==> src/spe_pkg.sv <==
// Purpose: shared constants for the serial port error and discard block
// Assumes: 10 MHz system clock, registers one word each
// Notes:   offsets are word byte addresses
package spe_pkg;
    localparam logic [7:0] SPE_ADDR_STATUS  = 8'h00;
    localparam logic [7:0] SPE_ADDR_DETECT  = 8'h04;
    localparam logic [7:0] SPE_ADDR_CTRL    = 8'h08;
    localparam logic [7:0] SPE_ADDR_THRESH  = 8'h0c;
    localparam logic [7:0] SPE_ADDR_RATE    = 8'h10;
    localparam logic [7:0] SPE_ADDR_IRQ_ST  = 8'h14;
    localparam logic [7:0] SPE_ADDR_IRQ_MSK = 8'h18;
    localparam logic [7:0] SPE_ADDR_LANES   = 8'h1c;

    // status register bits (even port in low byte, odd port in the byte above)
    localparam int SPE_ST_PORT_ERR   = 0;
    localparam int SPE_ST_PW_PEND    = 1;
    localparam int SPE_ST_LINK_OK    = 2;
    localparam int SPE_ST_UNINIT     = 3;
    localparam int SPE_ST_ERR_STOP   = 4;
    localparam int SPE_ST_DISCARD    = 5;
    localparam int SPE_ST_ODD_ERR    = 8;
    localparam int SPE_ST_ODD_PEND   = 9;
    // detect register bits
    localparam int SPE_DT_VENDOR     = 0;
    localparam int SPE_DT_EVEN_ERR   = 1;
    // control register bits
    localparam int SPE_CT_ERR_RPT_EN = 0;
    localparam int SPE_CT_PORTWRITE_DISABLE     = 1;
    localparam int SPE_CT_DROP_EN    = 2;
    localparam int SPE_CT_STOP_EN    = 3;
    localparam int SPE_CT_DEAD_EN    = 4;
    localparam int SPE_CT_LOCKOUT    = 5;
    localparam int SPE_CT_SINGLE     = 6;
    localparam int SPE_CT_SPLIT      = 7;
    // interrupt bits
    localparam int SPE_IRQ_PORT_ERR  = 0;
    localparam int SPE_IRQ_RATE_FAIL = 1;
    localparam int SPE_IRQ_DEAD      = 2;
    localparam int SPE_IRQ_MISMATCH  = 3;

    localparam int SPE_IRQ_W  = 4;
    localparam int SPE_RATE_W = 8;
    localparam int SPE_LANES  = 4;

    localparam logic [7:0] SPE_CTRL_RST   = 8'h01;
    localparam logic [7:0] SPE_THRESH_RST = 8'hff;

    // discovery and dead-link timing
    localparam int SPE_CLK_KHZ       = 10000;
    localparam int SPE_DISCOVERY_US  = 12;
    localparam int SPE_DISCOVERY_CYC = (SPE_DISCOVERY_US * SPE_CLK_KHZ + 999) / 1000;
    localparam int SPE_DEAD_US       = 100;
    localparam int SPE_DEAD_CYC      = (SPE_DEAD_US * SPE_CLK_KHZ) / 1000;
    localparam int SPE_TMR_W         = 16;

    typedef enum logic [2:0]
    {
        SPE_LINK_UNINIT,
        SPE_LINK_DISCOVER,
        SPE_LINK_SILENT,
        SPE_LINK_INIT1X,
        SPE_LINK_OK
    } spe_link_e;
endpackage

==> src/spe_sync.sv <==
// Purpose: two flip-flop synchroniser for a bus of levels
// Assumes: inputs come from another clock domain
// Notes:   first stage is read by the second only
`timescale 1ns/1ns
module spe_sync #(
    parameter int W = 1
) (
    input  wire logic         i_mclk,
    input  wire logic         i_rst,
    input  wire logic [W-1:0] i_async,
    output logic      [W-1:0] o_sync
);
    typedef struct packed
    {
        logic [W-1:0] meta;
        logic [W-1:0] sync;
    } spe_sync_s;

    spe_sync_s st_ff;
    spe_sync_s nxt_st;

    always_comb
    begin
        nxt_st      = st_ff;
        nxt_st.meta = i_async;
        nxt_st.sync = st_ff.meta;
    end

    always_ff @(posedge i_mclk)
    begin
        if (i_rst)
            st_ff <= '0;
        else
            st_ff <= nxt_st;
    end

    assign o_sync = st_ff.sync;
endmodule

==> src/spe_port.sv <==
// Purpose: port error flags, port-write requests and outbound discard
// Assumes: lane signal, sync, error and link clock come from pins; rest is local
// Notes:   register port with one-cycle read latency; level interrupt
//
// Overview of operation
// - single-lane port retries after partner discovery timeout
// - signal lost in discovery then back in silence sets error
// - port error also sets vendor fault flag
// - error flags never block traffic at link OK
// - odd port error also flags even port in split mode
// - even flag ORs error causes of four lanes
// - lane causes qualified by lane code-group sync
// - even flag harmless; written zero clears it
// - enabled odd error makes both ports port-write
// - rate counter over threshold triggers port-write
// - drop and stop enables discard above threshold
// - dead-link expiry discards until link reinitialized
// - threshold discard keeps working after reinitialization
// - ackID mismatch stops output, ends threshold discard
// - lockout keeps discard across reinitialization
`timescale 1ns/1ns
module spe_port
    import spe_pkg::*;
#(
    parameter int DEAD_CYC = SPE_DEAD_CYC
) (
    input  wire logic                 i_mclk,
    input  wire logic                 i_rst,
    input  wire logic [7:0]           i_addr,
    input  wire logic [31:0]          i_wdata,
    input  wire logic                 i_wr,
    input  wire logic                 i_rd,
    output logic      [31:0]          o_rdata,
    input  wire logic [SPE_LANES-1:0] i_lane_signal,
    input  wire logic [SPE_LANES-1:0] i_lane_sync,
    input  wire logic [SPE_LANES-1:0] i_lane_err,
    input  wire logic                 i_link_clk,
    input  wire logic                 i_odd_err,
    input  wire logic                 i_rate_event,
    input  wire logic                 i_ackid_mismatch,
    input  wire logic                 i_err_stop_clear,
    input  wire logic                 i_pkt_valid,
    output logic                      o_pkt_ready,
    output logic                      o_pkt_drop,
    output logic                      o_pw_even,
    output logic                      o_pw_odd,
    output logic                      o_link_ok,
    output logic                      o_irq
);
    typedef struct packed
    {
        spe_link_e             link;
        logic [SPE_TMR_W-1:0]  tmr;
        logic                  seen_sig;
        logic                  lost_sig;
        logic                  port_err;
        logic                  odd_err;
        logic                  vendor;
        logic                  even_err;
        logic                  pend_even;
        logic                  pend_odd;
        logic                  err_stop;
        logic                  dead;
        logic [7:0]            ctrl;
        logic [SPE_RATE_W-1:0] thresh;
        logic [SPE_RATE_W-1:0] rate;
        logic [SPE_IRQ_W-1:0]  irq_st;
        logic [SPE_IRQ_W-1:0]  irq_msk;
        logic                  odd_err_d;
        logic                  rate_fail_d;
        logic                  lclk_d;
        logic                  pw_even;
        logic                  pw_odd;
        logic [31:0]           rdata;
    } spe_port_s;

    spe_port_s st_ff;
    spe_port_s nxt_st;

    logic [SPE_LANES-1:0] lane_sig_s;
    logic [SPE_LANES-1:0] lane_sync_s;
    logic [SPE_LANES-1:0] lane_err_s;
    logic                 lclk_s;

    spe_sync #(
        .W (3 * SPE_LANES + 1)
    ) u_sync (
        .i_mclk  (i_mclk),
        .i_rst   (i_rst),
        .i_async ({i_lane_signal, i_lane_sync, i_lane_err, i_link_clk}),
        .o_sync  ({lane_sig_s, lane_sync_s, lane_err_s, lclk_s})
    );

    function automatic logic wr_at(input logic [7:0] a);
        return i_wr && (i_addr == a);
    endfunction

    logic rate_fail;
    logic std_discard;
    logic discard;
    logic lane_cause;
    logic any_sig;
    logic all_sig;
    logic lclk_rise;
    logic [SPE_IRQ_W-1:0] irq_ev;

    always_comb
    begin
        any_sig     = |lane_sig_s;
        all_sig     = &lane_sig_s;
        lclk_rise   = lclk_s && !st_ff.lclk_d;
        lane_cause  = |(lane_err_s & lane_sync_s);
        rate_fail   = st_ff.rate > st_ff.thresh;
        std_discard = st_ff.ctrl[SPE_CT_DROP_EN] && st_ff.ctrl[SPE_CT_STOP_EN]
                      && rate_fail && !st_ff.err_stop;
        discard     = std_discard || st_ff.dead || st_ff.ctrl[SPE_CT_LOCKOUT];
    end

    always_comb
    begin
        nxt_st         = st_ff;
        nxt_st.lclk_d  = lclk_s;
        nxt_st.odd_err_d   = st_ff.odd_err;
        nxt_st.rate_fail_d = rate_fail;
        nxt_st.pw_even = 1'b0;
        nxt_st.pw_odd  = 1'b0;
        nxt_st.rdata   = '0;
        irq_ev         = '0;

        // link start-up
        case (st_ff.link)
            SPE_LINK_UNINIT:
            begin
                nxt_st.tmr = '0;
                if (any_sig)
                begin
                    nxt_st.seen_sig = 1'b1;
                    nxt_st.link     = SPE_LINK_DISCOVER;
                end
            end
            SPE_LINK_DISCOVER:
            begin
                nxt_st.tmr = st_ff.tmr + 1'b1;
                if (!any_sig && st_ff.seen_sig)
                begin
                    nxt_st.lost_sig = 1'b1;
                    nxt_st.tmr      = '0;
                    nxt_st.link     = SPE_LINK_SILENT;
                end
                else if (st_ff.ctrl[SPE_CT_SINGLE] && !all_sig
                         && st_ff.tmr >= SPE_TMR_W'(SPE_DISCOVERY_CYC - 1))
                begin
                    nxt_st.tmr  = '0;
                    nxt_st.link = SPE_LINK_SILENT;
                end
                else if (all_sig && !st_ff.ctrl[SPE_CT_SINGLE])
                    nxt_st.link = SPE_LINK_OK;
            end
            SPE_LINK_SILENT:
            begin
                nxt_st.tmr = '0;
                if (any_sig)
                    nxt_st.link = SPE_LINK_INIT1X;
            end
            SPE_LINK_INIT1X:
            begin
                if (!any_sig)
                    nxt_st.link = SPE_LINK_SILENT;
                else if (lane_sync_s[0] && lclk_rise)
                    nxt_st.link = SPE_LINK_OK;
            end
            SPE_LINK_OK:
            begin
                nxt_st.lost_sig = 1'b0;
                if (!any_sig)
                    nxt_st.link = SPE_LINK_UNINIT;
            end
            default:
                nxt_st.link = SPE_LINK_UNINIT;
        endcase

        // dead-link timer, ends on reinitialization
        if (st_ff.link == SPE_LINK_OK)
        begin
            nxt_st.dead = 1'b0;
            if (lclk_rise)
                nxt_st.tmr = '0;
            else if (st_ff.ctrl[SPE_CT_DEAD_EN] && !st_ff.dead)
            begin
                nxt_st.tmr = st_ff.tmr + 1'b1;
                if (st_ff.tmr >= SPE_TMR_W'(DEAD_CYC - 1))
                begin
                    nxt_st.dead      = 1'b1;
                    nxt_st.link      = SPE_LINK_UNINIT;
                    irq_ev[SPE_IRQ_DEAD] = 1'b1;
                end
            end
        end

        // error-rate counter
        if (i_rate_event && st_ff.rate != '1)
            nxt_st.rate = st_ff.rate + 1'b1;

        // output error-stopped on ackID mismatch until cleared; mismatch wins
        if (i_err_stop_clear)
            nxt_st.err_stop = 1'b0;
        if (i_ackid_mismatch)
        begin
            nxt_st.err_stop = 1'b1;
            irq_ev[SPE_IRQ_MISMATCH] = 1'b1;
        end

        // software writes; hardware sets below win
        if (wr_at(SPE_ADDR_STATUS))
        begin
            if (i_wdata[SPE_ST_PORT_ERR])
                nxt_st.port_err = 1'b0;
            if (i_wdata[SPE_ST_PW_PEND])
                nxt_st.pend_even = 1'b0;
            if (i_wdata[SPE_ST_ODD_ERR])
                nxt_st.odd_err = 1'b0;
            if (i_wdata[SPE_ST_ODD_PEND])
                nxt_st.pend_odd = 1'b0;
        end
        if (wr_at(SPE_ADDR_DETECT))
        begin
            if (!i_wdata[SPE_DT_VENDOR])
                nxt_st.vendor = 1'b0;
            if (!i_wdata[SPE_DT_EVEN_ERR])
                nxt_st.even_err = 1'b0;
        end
        if (wr_at(SPE_ADDR_CTRL))
            nxt_st.ctrl = i_wdata[7:0];
        if (wr_at(SPE_ADDR_THRESH))
            nxt_st.thresh = i_wdata[SPE_RATE_W-1:0];
        if (wr_at(SPE_ADDR_RATE))
            nxt_st.rate = i_wdata[SPE_RATE_W-1:0];
        if (wr_at(SPE_ADDR_IRQ_MSK))
            nxt_st.irq_msk = i_wdata[SPE_IRQ_W-1:0];

        // error sets
        // signal back after a lost one in silence; set wins over clear
        if (st_ff.link == SPE_LINK_SILENT && any_sig && st_ff.lost_sig)
        begin
            nxt_st.port_err = 1'b1;
        end
        if (i_odd_err)
            nxt_st.odd_err = 1'b1;
        if (st_ff.ctrl[SPE_CT_SPLIT] && (i_odd_err || lane_cause))
            nxt_st.even_err = 1'b1;
        if (st_ff.port_err || nxt_st.port_err)
            nxt_st.vendor = 1'b1;
        if (nxt_st.port_err && !st_ff.port_err)
            irq_ev[SPE_IRQ_PORT_ERR] = 1'b1;

        // port-write requests
        if (st_ff.odd_err && !st_ff.odd_err_d && st_ff.ctrl[SPE_CT_SPLIT]
            && st_ff.ctrl[SPE_CT_ERR_RPT_EN] && !st_ff.ctrl[SPE_CT_PORTWRITE_DISABLE])
        begin
            nxt_st.pw_even   = 1'b1;
            nxt_st.pw_odd    = 1'b1;
            nxt_st.pend_even = 1'b1;
            nxt_st.pend_odd  = 1'b1;
        end
        if (rate_fail && !st_ff.rate_fail_d)
        begin
            irq_ev[SPE_IRQ_RATE_FAIL] = 1'b1;
            if (!st_ff.ctrl[SPE_CT_PORTWRITE_DISABLE])
            begin
                nxt_st.pw_even   = 1'b1;
                nxt_st.pend_even = 1'b1;
            end
        end

        // interrupt status, write one to clear, set wins
        nxt_st.irq_st = st_ff.irq_st;
        if (wr_at(SPE_ADDR_IRQ_ST))
            nxt_st.irq_st = st_ff.irq_st & ~i_wdata[SPE_IRQ_W-1:0];
        nxt_st.irq_st = nxt_st.irq_st | irq_ev;

        // read data, one cycle later
        if (i_rd)
        begin
            case (i_addr)
                SPE_ADDR_STATUS:
                begin
                    nxt_st.rdata[SPE_ST_PORT_ERR] = st_ff.port_err;
                    nxt_st.rdata[SPE_ST_PW_PEND]  = st_ff.pend_even;
                    nxt_st.rdata[SPE_ST_LINK_OK]  = st_ff.link == SPE_LINK_OK;
                    nxt_st.rdata[SPE_ST_UNINIT]   = st_ff.link != SPE_LINK_OK;
                    nxt_st.rdata[SPE_ST_ERR_STOP] = st_ff.err_stop;
                    nxt_st.rdata[SPE_ST_DISCARD]  = discard;
                    nxt_st.rdata[SPE_ST_ODD_ERR]  = st_ff.odd_err;
                    nxt_st.rdata[SPE_ST_ODD_PEND] = st_ff.pend_odd;
                end
                SPE_ADDR_DETECT:
                begin
                    nxt_st.rdata[SPE_DT_VENDOR]   = st_ff.vendor;
                    nxt_st.rdata[SPE_DT_EVEN_ERR] = st_ff.even_err;
                end
                SPE_ADDR_CTRL:    nxt_st.rdata[7:0] = st_ff.ctrl;
                SPE_ADDR_THRESH:  nxt_st.rdata[SPE_RATE_W-1:0] = st_ff.thresh;
                SPE_ADDR_RATE:    nxt_st.rdata[SPE_RATE_W-1:0] = st_ff.rate;
                SPE_ADDR_IRQ_ST:  nxt_st.rdata[SPE_IRQ_W-1:0] = st_ff.irq_st;
                SPE_ADDR_IRQ_MSK: nxt_st.rdata[SPE_IRQ_W-1:0] = st_ff.irq_msk;
                SPE_ADDR_LANES:
                    nxt_st.rdata[2*SPE_LANES-1:0] = {lane_sync_s, lane_sig_s};
                default:          nxt_st.rdata = '0;
            endcase
        end
    end

    always_ff @(posedge i_mclk)
    begin
        if (i_rst)
        begin
            st_ff         <= '0;
            st_ff.link    <= SPE_LINK_UNINIT;
            st_ff.ctrl    <= SPE_CTRL_RST;
            st_ff.thresh  <= SPE_THRESH_RST;
        end
        else
            st_ff <= nxt_st;
    end

    // error flags never gate traffic, only discard and link state do
    assign o_pkt_ready = (st_ff.link == SPE_LINK_OK) || discard;
    assign o_pkt_drop  = i_pkt_valid && discard;
    assign o_pw_even   = st_ff.pw_even;
    assign o_pw_odd    = st_ff.pw_odd;
    assign o_link_ok   = st_ff.link == SPE_LINK_OK;
    assign o_irq       = |(st_ff.irq_st & st_ff.irq_msk);
    assign o_rdata     = st_ff.rdata;
endmodule

==> config.mk <==
export PLATFORM = sky130hd
export DESIGN_NAME = spe_port
export DESIGN_NICKNAME = d
export VERILOG_FILES = /design/src/spe_pkg.sv /design/src/spe_sync.sv /design/src/spe_port.sv
export SDC_FILE = /design/constraint.sdc
export NUM_CORES = 1
export LEC_CHECK = 0
export ABC_AREA = 1
export BUFFER_PORTS_ARGS = -buffer_cell sky130_fd_sc_hd__buf_2
export CORE_ASPECT_RATIO = 0.9
export CORE_MARGIN = 5
export CORE_UTILIZATION = 29
export DETAILED_ROUTE_END_ITERATION = 6
export PLACE_DENSITY_LB_ADDON = 0.1
export SLEW_MARGIN = 0
export SYNTH_ARGS = -nofsm -noshare
export SYNTH_HDL_FRONTEND = slang
export SYNTH_HIERARCHICAL = 1
export SYNTH_SLANG_ARGS = --single-unit
export TNS_END_PERCENT = 100
==> constraint.sdc <==
create_clock -name i_mclk -period 2.4 [get_ports i_mclk]
set_clock_uncertainty 0.15 [all_clocks]
set_input_delay 0.36 -clock i_mclk [delete_from_list [all_inputs] [get_ports i_mclk]]
set_output_delay 0.36 -clock i_mclk [all_outputs]
set_load 0.01 [all_outputs]
==> results of run 1 <==
## logic make-up after synthesis
family          Yosys count  synth area share
xor+xnor                  7            0.0120
buf+inv                 166             0.153
simple gates            345             0.296
flops                   102             0.401
fa+ha+maj                10            0.0246
compound gates          105             0.113
other cells               1          0.000736
## metrics by stage
stage,instances,cell area (µm²),power (mW)
finish,1038,5990,3.54
global route,1038,5990,3.69
CTS,1033,5840,3.58
detailed placement,1017,5500,2.03
global placement,1017,5500,2.03
floorplan,757,5170,1.96
## cell usage in the layout, fill, tap and decap left out, types with 4 or more instances in the layout
| cell | instances |
|---|---|
| nand3_1 | 54 |
| dfxtp_2 | 9 |
| o21ai_0 | 43 |
| buf_4 | 15 |
| o22ai_1 | 4 |
| nand4_1 | 9 |
| inv_2 | 14 |
| clkbuf_16 | 9 |
| ha_4 | 6 |
| ha_1 | 4 |
| nor2_2 | 7 |
| a31oi_1 | 4 |
| nand2_1 | 135 |
| inv_1 | 106 |
| nor2_4 | 5 |
| a21oi_1 | 38 |
| xor2_1 | 6 |
| nor3_1 | 15 |
| nand2_4 | 4 |
| buf_2 | 55 |
| conb_1 | 22 |
| nor2_1 | 102 |
| dfxtp_1 | 92 |
| o211ai_1 | 9 |
| nand2_2 | 9 |
## registers in the layout, summed over array words and instances, names as in the netlist
register,count
nxt_st,1
o_rdata,10
u_sync/o_sync,13
o_pw_even,1
st_ff,63
o_pw_odd,1
u_sync/nxt_st,13
## power breakdown
group | switching (mW) | internal, mW
Clock | 0.667 | 0.870
Sequential | 0.0218 | 1.73
Combinational | 0.170 | 0.0814
## cell type report
type	instances	area, µm²
clock inverters	4	55.1
inverters	121	457
clock buffers	12	256
flip-flops and latches	102	2060
multi-input cells	489	2470
well taps	240	300
fillers	1900	11500
repair buffers	70	388
## tightest hold or removal path, delay by kind of cell
kind	cells	cell delay (ps)
buf+inv	2	100
simple gates	1	60
## metal layers
metal	up-vias	wire, µm	global-route usage
li1	2383	-	-
met1	2074	7260	0.214
met2	118	6070	0.221
met3	12	796	0.0318
met4	0	176	0.0371
met5	-	0	0
## timing repair
action / in CTS / in global routing
hold endpoints to repair: 0 / 0
hold buffers: 0 / 0
resized for setup: 10 / 33
buffers inserted: 0 / 5
endpoints found under the setup margin: 2 / 2
pin swaps: 4 / 10
## worst max path at each step
| stage | cells after the start | start | slack [ps] | endpoint |
|---|---|---|---|---|
| after floorplan | 10 | st_ff[60] | 630 | o_pkt_drop |
| after global placement | 11 | i_addr[0] | 310 | st_ff[47] |
| after detailed placement | 8 | i_addr[5] | 300 | o_rdata[5] |
| after CTS | 10 | st_ff[60] | 6 | o_pkt_ready |
| after global routing | 10 | st_ff[60] | -50 | o_pkt_ready |
| final | 9 | st_ff[51] | 60 | o_pkt_ready |
==> results.txt, run 1 <==
width of the die: 150 µm
I/O Pins: 100
achievable frequency: 427 MHz
share of layout cells above drive strength 1: 0.183
Post-synth top cells: 141 x nand2_1, 116 x inv_1, 106 x nor2_1
worst hold endpoint: u_sync/nxt_st[7]
diode count: 0
Slew HR: 0.521
number of flops mapped to enable cells by yosys: 0
setup ws final: 60.7 ps
Die Y: 136 µm
Tot GR Track Use: 0.147
Post-route DRC: 0
worst reg2reg startpoint: st_ff[79]
Final Hold Viols: 0
synth top area cells: dfxtp_1 40%, nand2_1 10%, inv_1 8.6%, nor2_1 7.8%, nand3_1 5.4%
Final Util: 0.343
Worst-Margin Slew: 714 ps
status: complete, no violations
Max FO, Critical Path: 5
share of the synthesized area in the top cell type: 0.401
Clock Path Buffers: 2
initial core utilization: 0.292
Setup crit end kind: output pin
Crit path max-delay family: simple AND/OR/NAND/NOR gates
number of synthesized register bits: 102
Nets: 865
post-synthesis sequential area ratio: 0.401
capturing point of the worst reg2reg path: st_ff[80]
Max VDD drop: 0.000441 V
P_leak: 2.74 nW
max cap viols: 0
Critical Path Start Type: flip-flop
first-pass GRT wire length: 23100 µm
RSZ-0062 raised after global routing: yes
Cell Chain, Critical Path: ha_4 -> nand2_4 -> nor2_4 -> nand4_1 -> nand3_2 -> nand2_2 -> inv_2 -> nand2_1 -> buf_2
Skew-Pair Late Insertion Delay: 360 ps
period utilisation layout: 0.975
Port Buffers: 55
worst r2r path cells: 10
pwr dens: 591 nW/µm²
setup TNS: 0 ps
most common cell in the netlist: nand2_1
Placer Congestion: 0.854
critical path's largest stage delay: 370 ps
Total Wirelength: 14300 µm
grt total ovfl: 0
Hold WS: 52.8 ps
Post-synth top flop: dfxtp_1
Detail Route Antenna Nets: 0
Synth cell types: 35
CTS Sinks: 102
layout overhead on the synthesized area: 17.6%
Clk pin slew, worst setup/hold paths: 70 ps
min cycle time layout: 2340 ps
vias in the first global route: 4270
Pre-antenna DRT Iters: 7
Hold/Removal Path Class: input pin to flip-flop
pre-CTS WS: 296 ps
largest net degree at the start of global routing: 33
H-Tree Level Count: 3
Core Footprint: 17400 µm²
wire length per cell: 13.8 µm
Setup CP Type: flip-flop to output pin
Die ar.: 20300 µm²
syn_area_per_cell: 6.92 µm²
DP Wirelength: 11100 µm
signal arrival time at the worst endpoint: 1830 ps
r2r setup slk: 330 ps
Yosys warnings: 6
Worst path slowest cell: dfxtp_2
Post-Syn Instances: 736
initial antenna violation count: 0
Num CTS Buffers: 9
Hold Crit Depth: 3
Final setup viols: 0
routed vias/inst: 4.42
hold_sp: i_lane_sync[2]
routed vias: 4587
Slew Limit Fails: 0
First DRT Iteration DRCs: 293
worst path required time: 1890 ps
cell row count: 46
CP Buf/Inv Count: 2
root buffer cell: clkbuf_16
area leader, netlist: dfxtp_1
Post-synth ARST share: 0
mapped cell area: 5090 µm²
CTS tree: yes
Note: power is estimated with default switching activity, not from simulation.
==> run 2, diff against run 1 <==
--- a/config.mk
+++ b/config.mk
@@ -5,7 +5,7 @@
 export SDC_FILE = /design/constraint.sdc
 export NUM_CORES = 1
 export LEC_CHECK = 0
-export ABC_AREA = 1
+export ABC_AREA = 0
 export BUFFER_PORTS_ARGS = -buffer_cell sky130_fd_sc_hd__buf_2
 export CORE_ASPECT_RATIO = 0.9
 export CORE_MARGIN = 5
==> results.txt, run 2 <==
status: complete, but fails checks
violated checks: negative setup slack
Critical Path Source: st_ff[54]
width of the die: 146 µm
CTS Sinks: 102
Multi-input gate area: 2560 µm²
share of layout cells above drive strength 1: 0.236
Synth cell types: 62
Cell Chain, Critical Path: inv_2 -> ha_4 -> nor2b_1 -> o211ai_1 -> a21oi_2 -> a2111oi_2 -> buf_4 -> nor2b_1 -> buf_2
layout overhead on the synthesized area: 19.5%
Critical Path Start Type: flip-flop
Hold/Removal Path Class: input pin to flip-flop
Die ar.: 19400 µm²
worst path required time: 1890 ps
vias in the first global route: 3942
Layout fillers: 1684
largest net degree at the start of global routing: 58
Setup crit end kind: output pin
Biggest register: st_ff
Slew Limit Fails: 0
Post-Syn Instances: 546
pre-CTS WS: -10.3 ps
period utilisation layout: 1.09
Levels on crit path: 9
met3 Track Usage GR: 0.0304
critical path endpoint: o_pkt_drop
CP Buf/Inv Count: 3
cell row count: 44
Final Hold Viols: 0
capturing point of the worst reg2reg path: st_ff[95]
Detail Route Antenna Nets: 0
Port Buffers: 55
Num CTS Buffers: 9
Die Y: 133 µm
signal arrival time at the worst endpoint: 2100 ps
number of flip-flops in the largest register: 63
Total Wirelength: 13300 µm
Worst path slowest cell: a2111oi_2
Clk pin slew, worst setup/hold paths: 70 ps
achievable frequency: 383 MHz
critical path's largest stage delay: 370 ps
Worst-Margin Slew: 650 ps
Setup CP Type: flip-flop to output pin
Nets: 682
initial core utilization: 0.298
number of flops mapped to enable cells by yosys: 0
I/O Pins: 100
synth top area cells: dfxtp_1 42%, buf_4 5.3%, nor2_1 4.8%, nor2b_1 4.1%, a21oi_1 3.5%
setup ws final: -211 ps
r2r setup slk: 130 ps
most common cell in the netlist: dfxtp_1
root buffer cell: clkbuf_16
Placed Cells: 804
max cap viols: 0
Max FO, Critical Path: 3
GRT met1 Usage: 0.197
H-Tree Level Count: 3
DP Wirelength: 9950 µm
Post-synth top cells: 102 x dfxtp_1, 62 x nor2_1, 42 x nand2_1
RSZ-0062 raised after global routing: yes
wire length per cell: 16.2 µm
grt total ovfl: 0
Placer Congestion: 0.855
number of synthesized register bits: 102
initial antenna violation count: 0
Post-route DRC: 0
Max VDD drop: 0.000327 V
Post-synth top flop: dfxtp_1
area leader, netlist: dfxtp_1
P_leak: 2.29 nW
Final setup viols: 2
non-filler cells, final: 822
Hold Buf Count CTS: 0
Slew HR: 0.567
syn_area_per_cell: 8.86 µm²
min cycle time layout: 2610 ps
Skew-Pair Late Insertion Delay: 350 ps
worst reg2reg startpoint: st_ff[80]
busiest metal layer after global routing: met2
Pre-antenna DRT Iters: 5
mapped cell area: 4840 µm²
diode count: 0
CTS tree: yes
Tot GR Track Use: 0.141
Clock Path Buffers: 2
routed vias/inst: 4.84
commonest cells after routing, fill and taps aside: 94 x dfxtp_1, 61 x nor2_1, 55 x buf_2, 41 x nand2_1, 32 x nor2b_1
Core Footprint: 16200 µm²
met2 usage: 0.217
post-synthesis sequential area ratio: 0.422
share of the synthesized area in the top cell type: 0.422
Post-synth ARST share: 0
sequential cell area: 2050 µm²
Crit path max-delay family: compound AO/OA/AOI/OAI gates
pwr dens: 598 nW/µm²
worst r2r path cells: 8
first-pass GRT wire length: 21500 µm
commonest non-fill, non-tap cell in the layout: dfxtp_1
crit-path most repeated cell: nor2b_1
Yosys warnings: 6
First DRT Iteration DRCs: 245
routed vias: 3976
[run 2: cell types whose count changed after synthesis, sizes merged, moves of 32 or more]
cell and change:
inv -102, nand2 -106, nand3 -41, nor2 -52
nor2b +32, o21ai -32
[run 2: cell families after synthesis]
| group | count (synthesis) | synth area share |
|---|---|---|
| buffers and inverters | 75 | 0.0861 |
| adders and majority gates | 10 | 0.0259 |
| other | 1 | 0.000775 |
| DFF | 102 | 0.422 |
| AOI/OAI and AO/OA | 97 | 0.132 |
| xor gates and xnor gates | 16 | 0.0290 |
| and+or+nand+nor | 220 | 0.236 |
| muxes | 25 | 0.0680 |
[run 2: per-stage QoR]
step                TNS (ps)  total power, mW  area, µm²  utilization  hold WS [ps]
global route            -615             3.62       5780        0.356          61.5
detailed placement     -10.3             2.08       5360        0.330           269
finish                  -413             3.46       5780        0.356          66.7
floorplan                  0             1.98       4920            -           261
global placement       -5.13             2.07       5360        0.330           268
CTS                     -533             3.52       5770        0.355          49.3
[run 2: layout make-up]
class                   instances  area share
clock buffers                  11      0.0437
clock inverters                 5     0.00671
inverters                      20      0.0130
multi-input cells             390       0.443
flip-flops and latches        102       0.355
well taps                     207      0.0448
repair buffers                 87      0.0935
[run 2: worst min-delay path by stage]
| stage | startpoint | endpoint | slack, ps | cells after the start |
|---|---|---|---|---|
| finish | i_lane_sync[1] | u_sync/nxt_st[6] | 70 | 2 |
| global route | i_lane_signal[3] | u_sync/nxt_st[12] | 60 | 2 |
| CTS | i_lane_signal[3] | u_sync/nxt_st[12] | 50 | 2 |
| detailed placement | u_sync/nxt_st[2] | u_sync/o_sync[2] | 270 | 1 |
| global placement | u_sync/nxt_st[0] | u_sync/o_sync[0] | 270 | 1 |
| floorplan | u_sync/nxt_st[0] | u_sync/o_sync[0] | 260 | 1 |
[run 2: report_power, final]
part           leakage (nW)  internal [mW]  switching, mW
Sequential            0.828           1.73         0.0304
Combinational          1.32          0.115          0.168
Clock                 0.143          0.767          0.644
Total                  2.29           2.61          0.842
[run 2: repair_timing]
action,4_1_cts,5_1_grt
resized for setup,25,5
buffers inserted,2,0
endpoints found under the hold margin,0,0
endpoints found under the setup margin,2,16
pin swaps,8,5
[run 2: metal layers]
layer / routed length [µm] / up-vias
met5: 0 / -
met4: 182 / 0
met3: 798 / 13
met2: 5890 / 98
met1: 6410 / 1869
li1: - / 1996
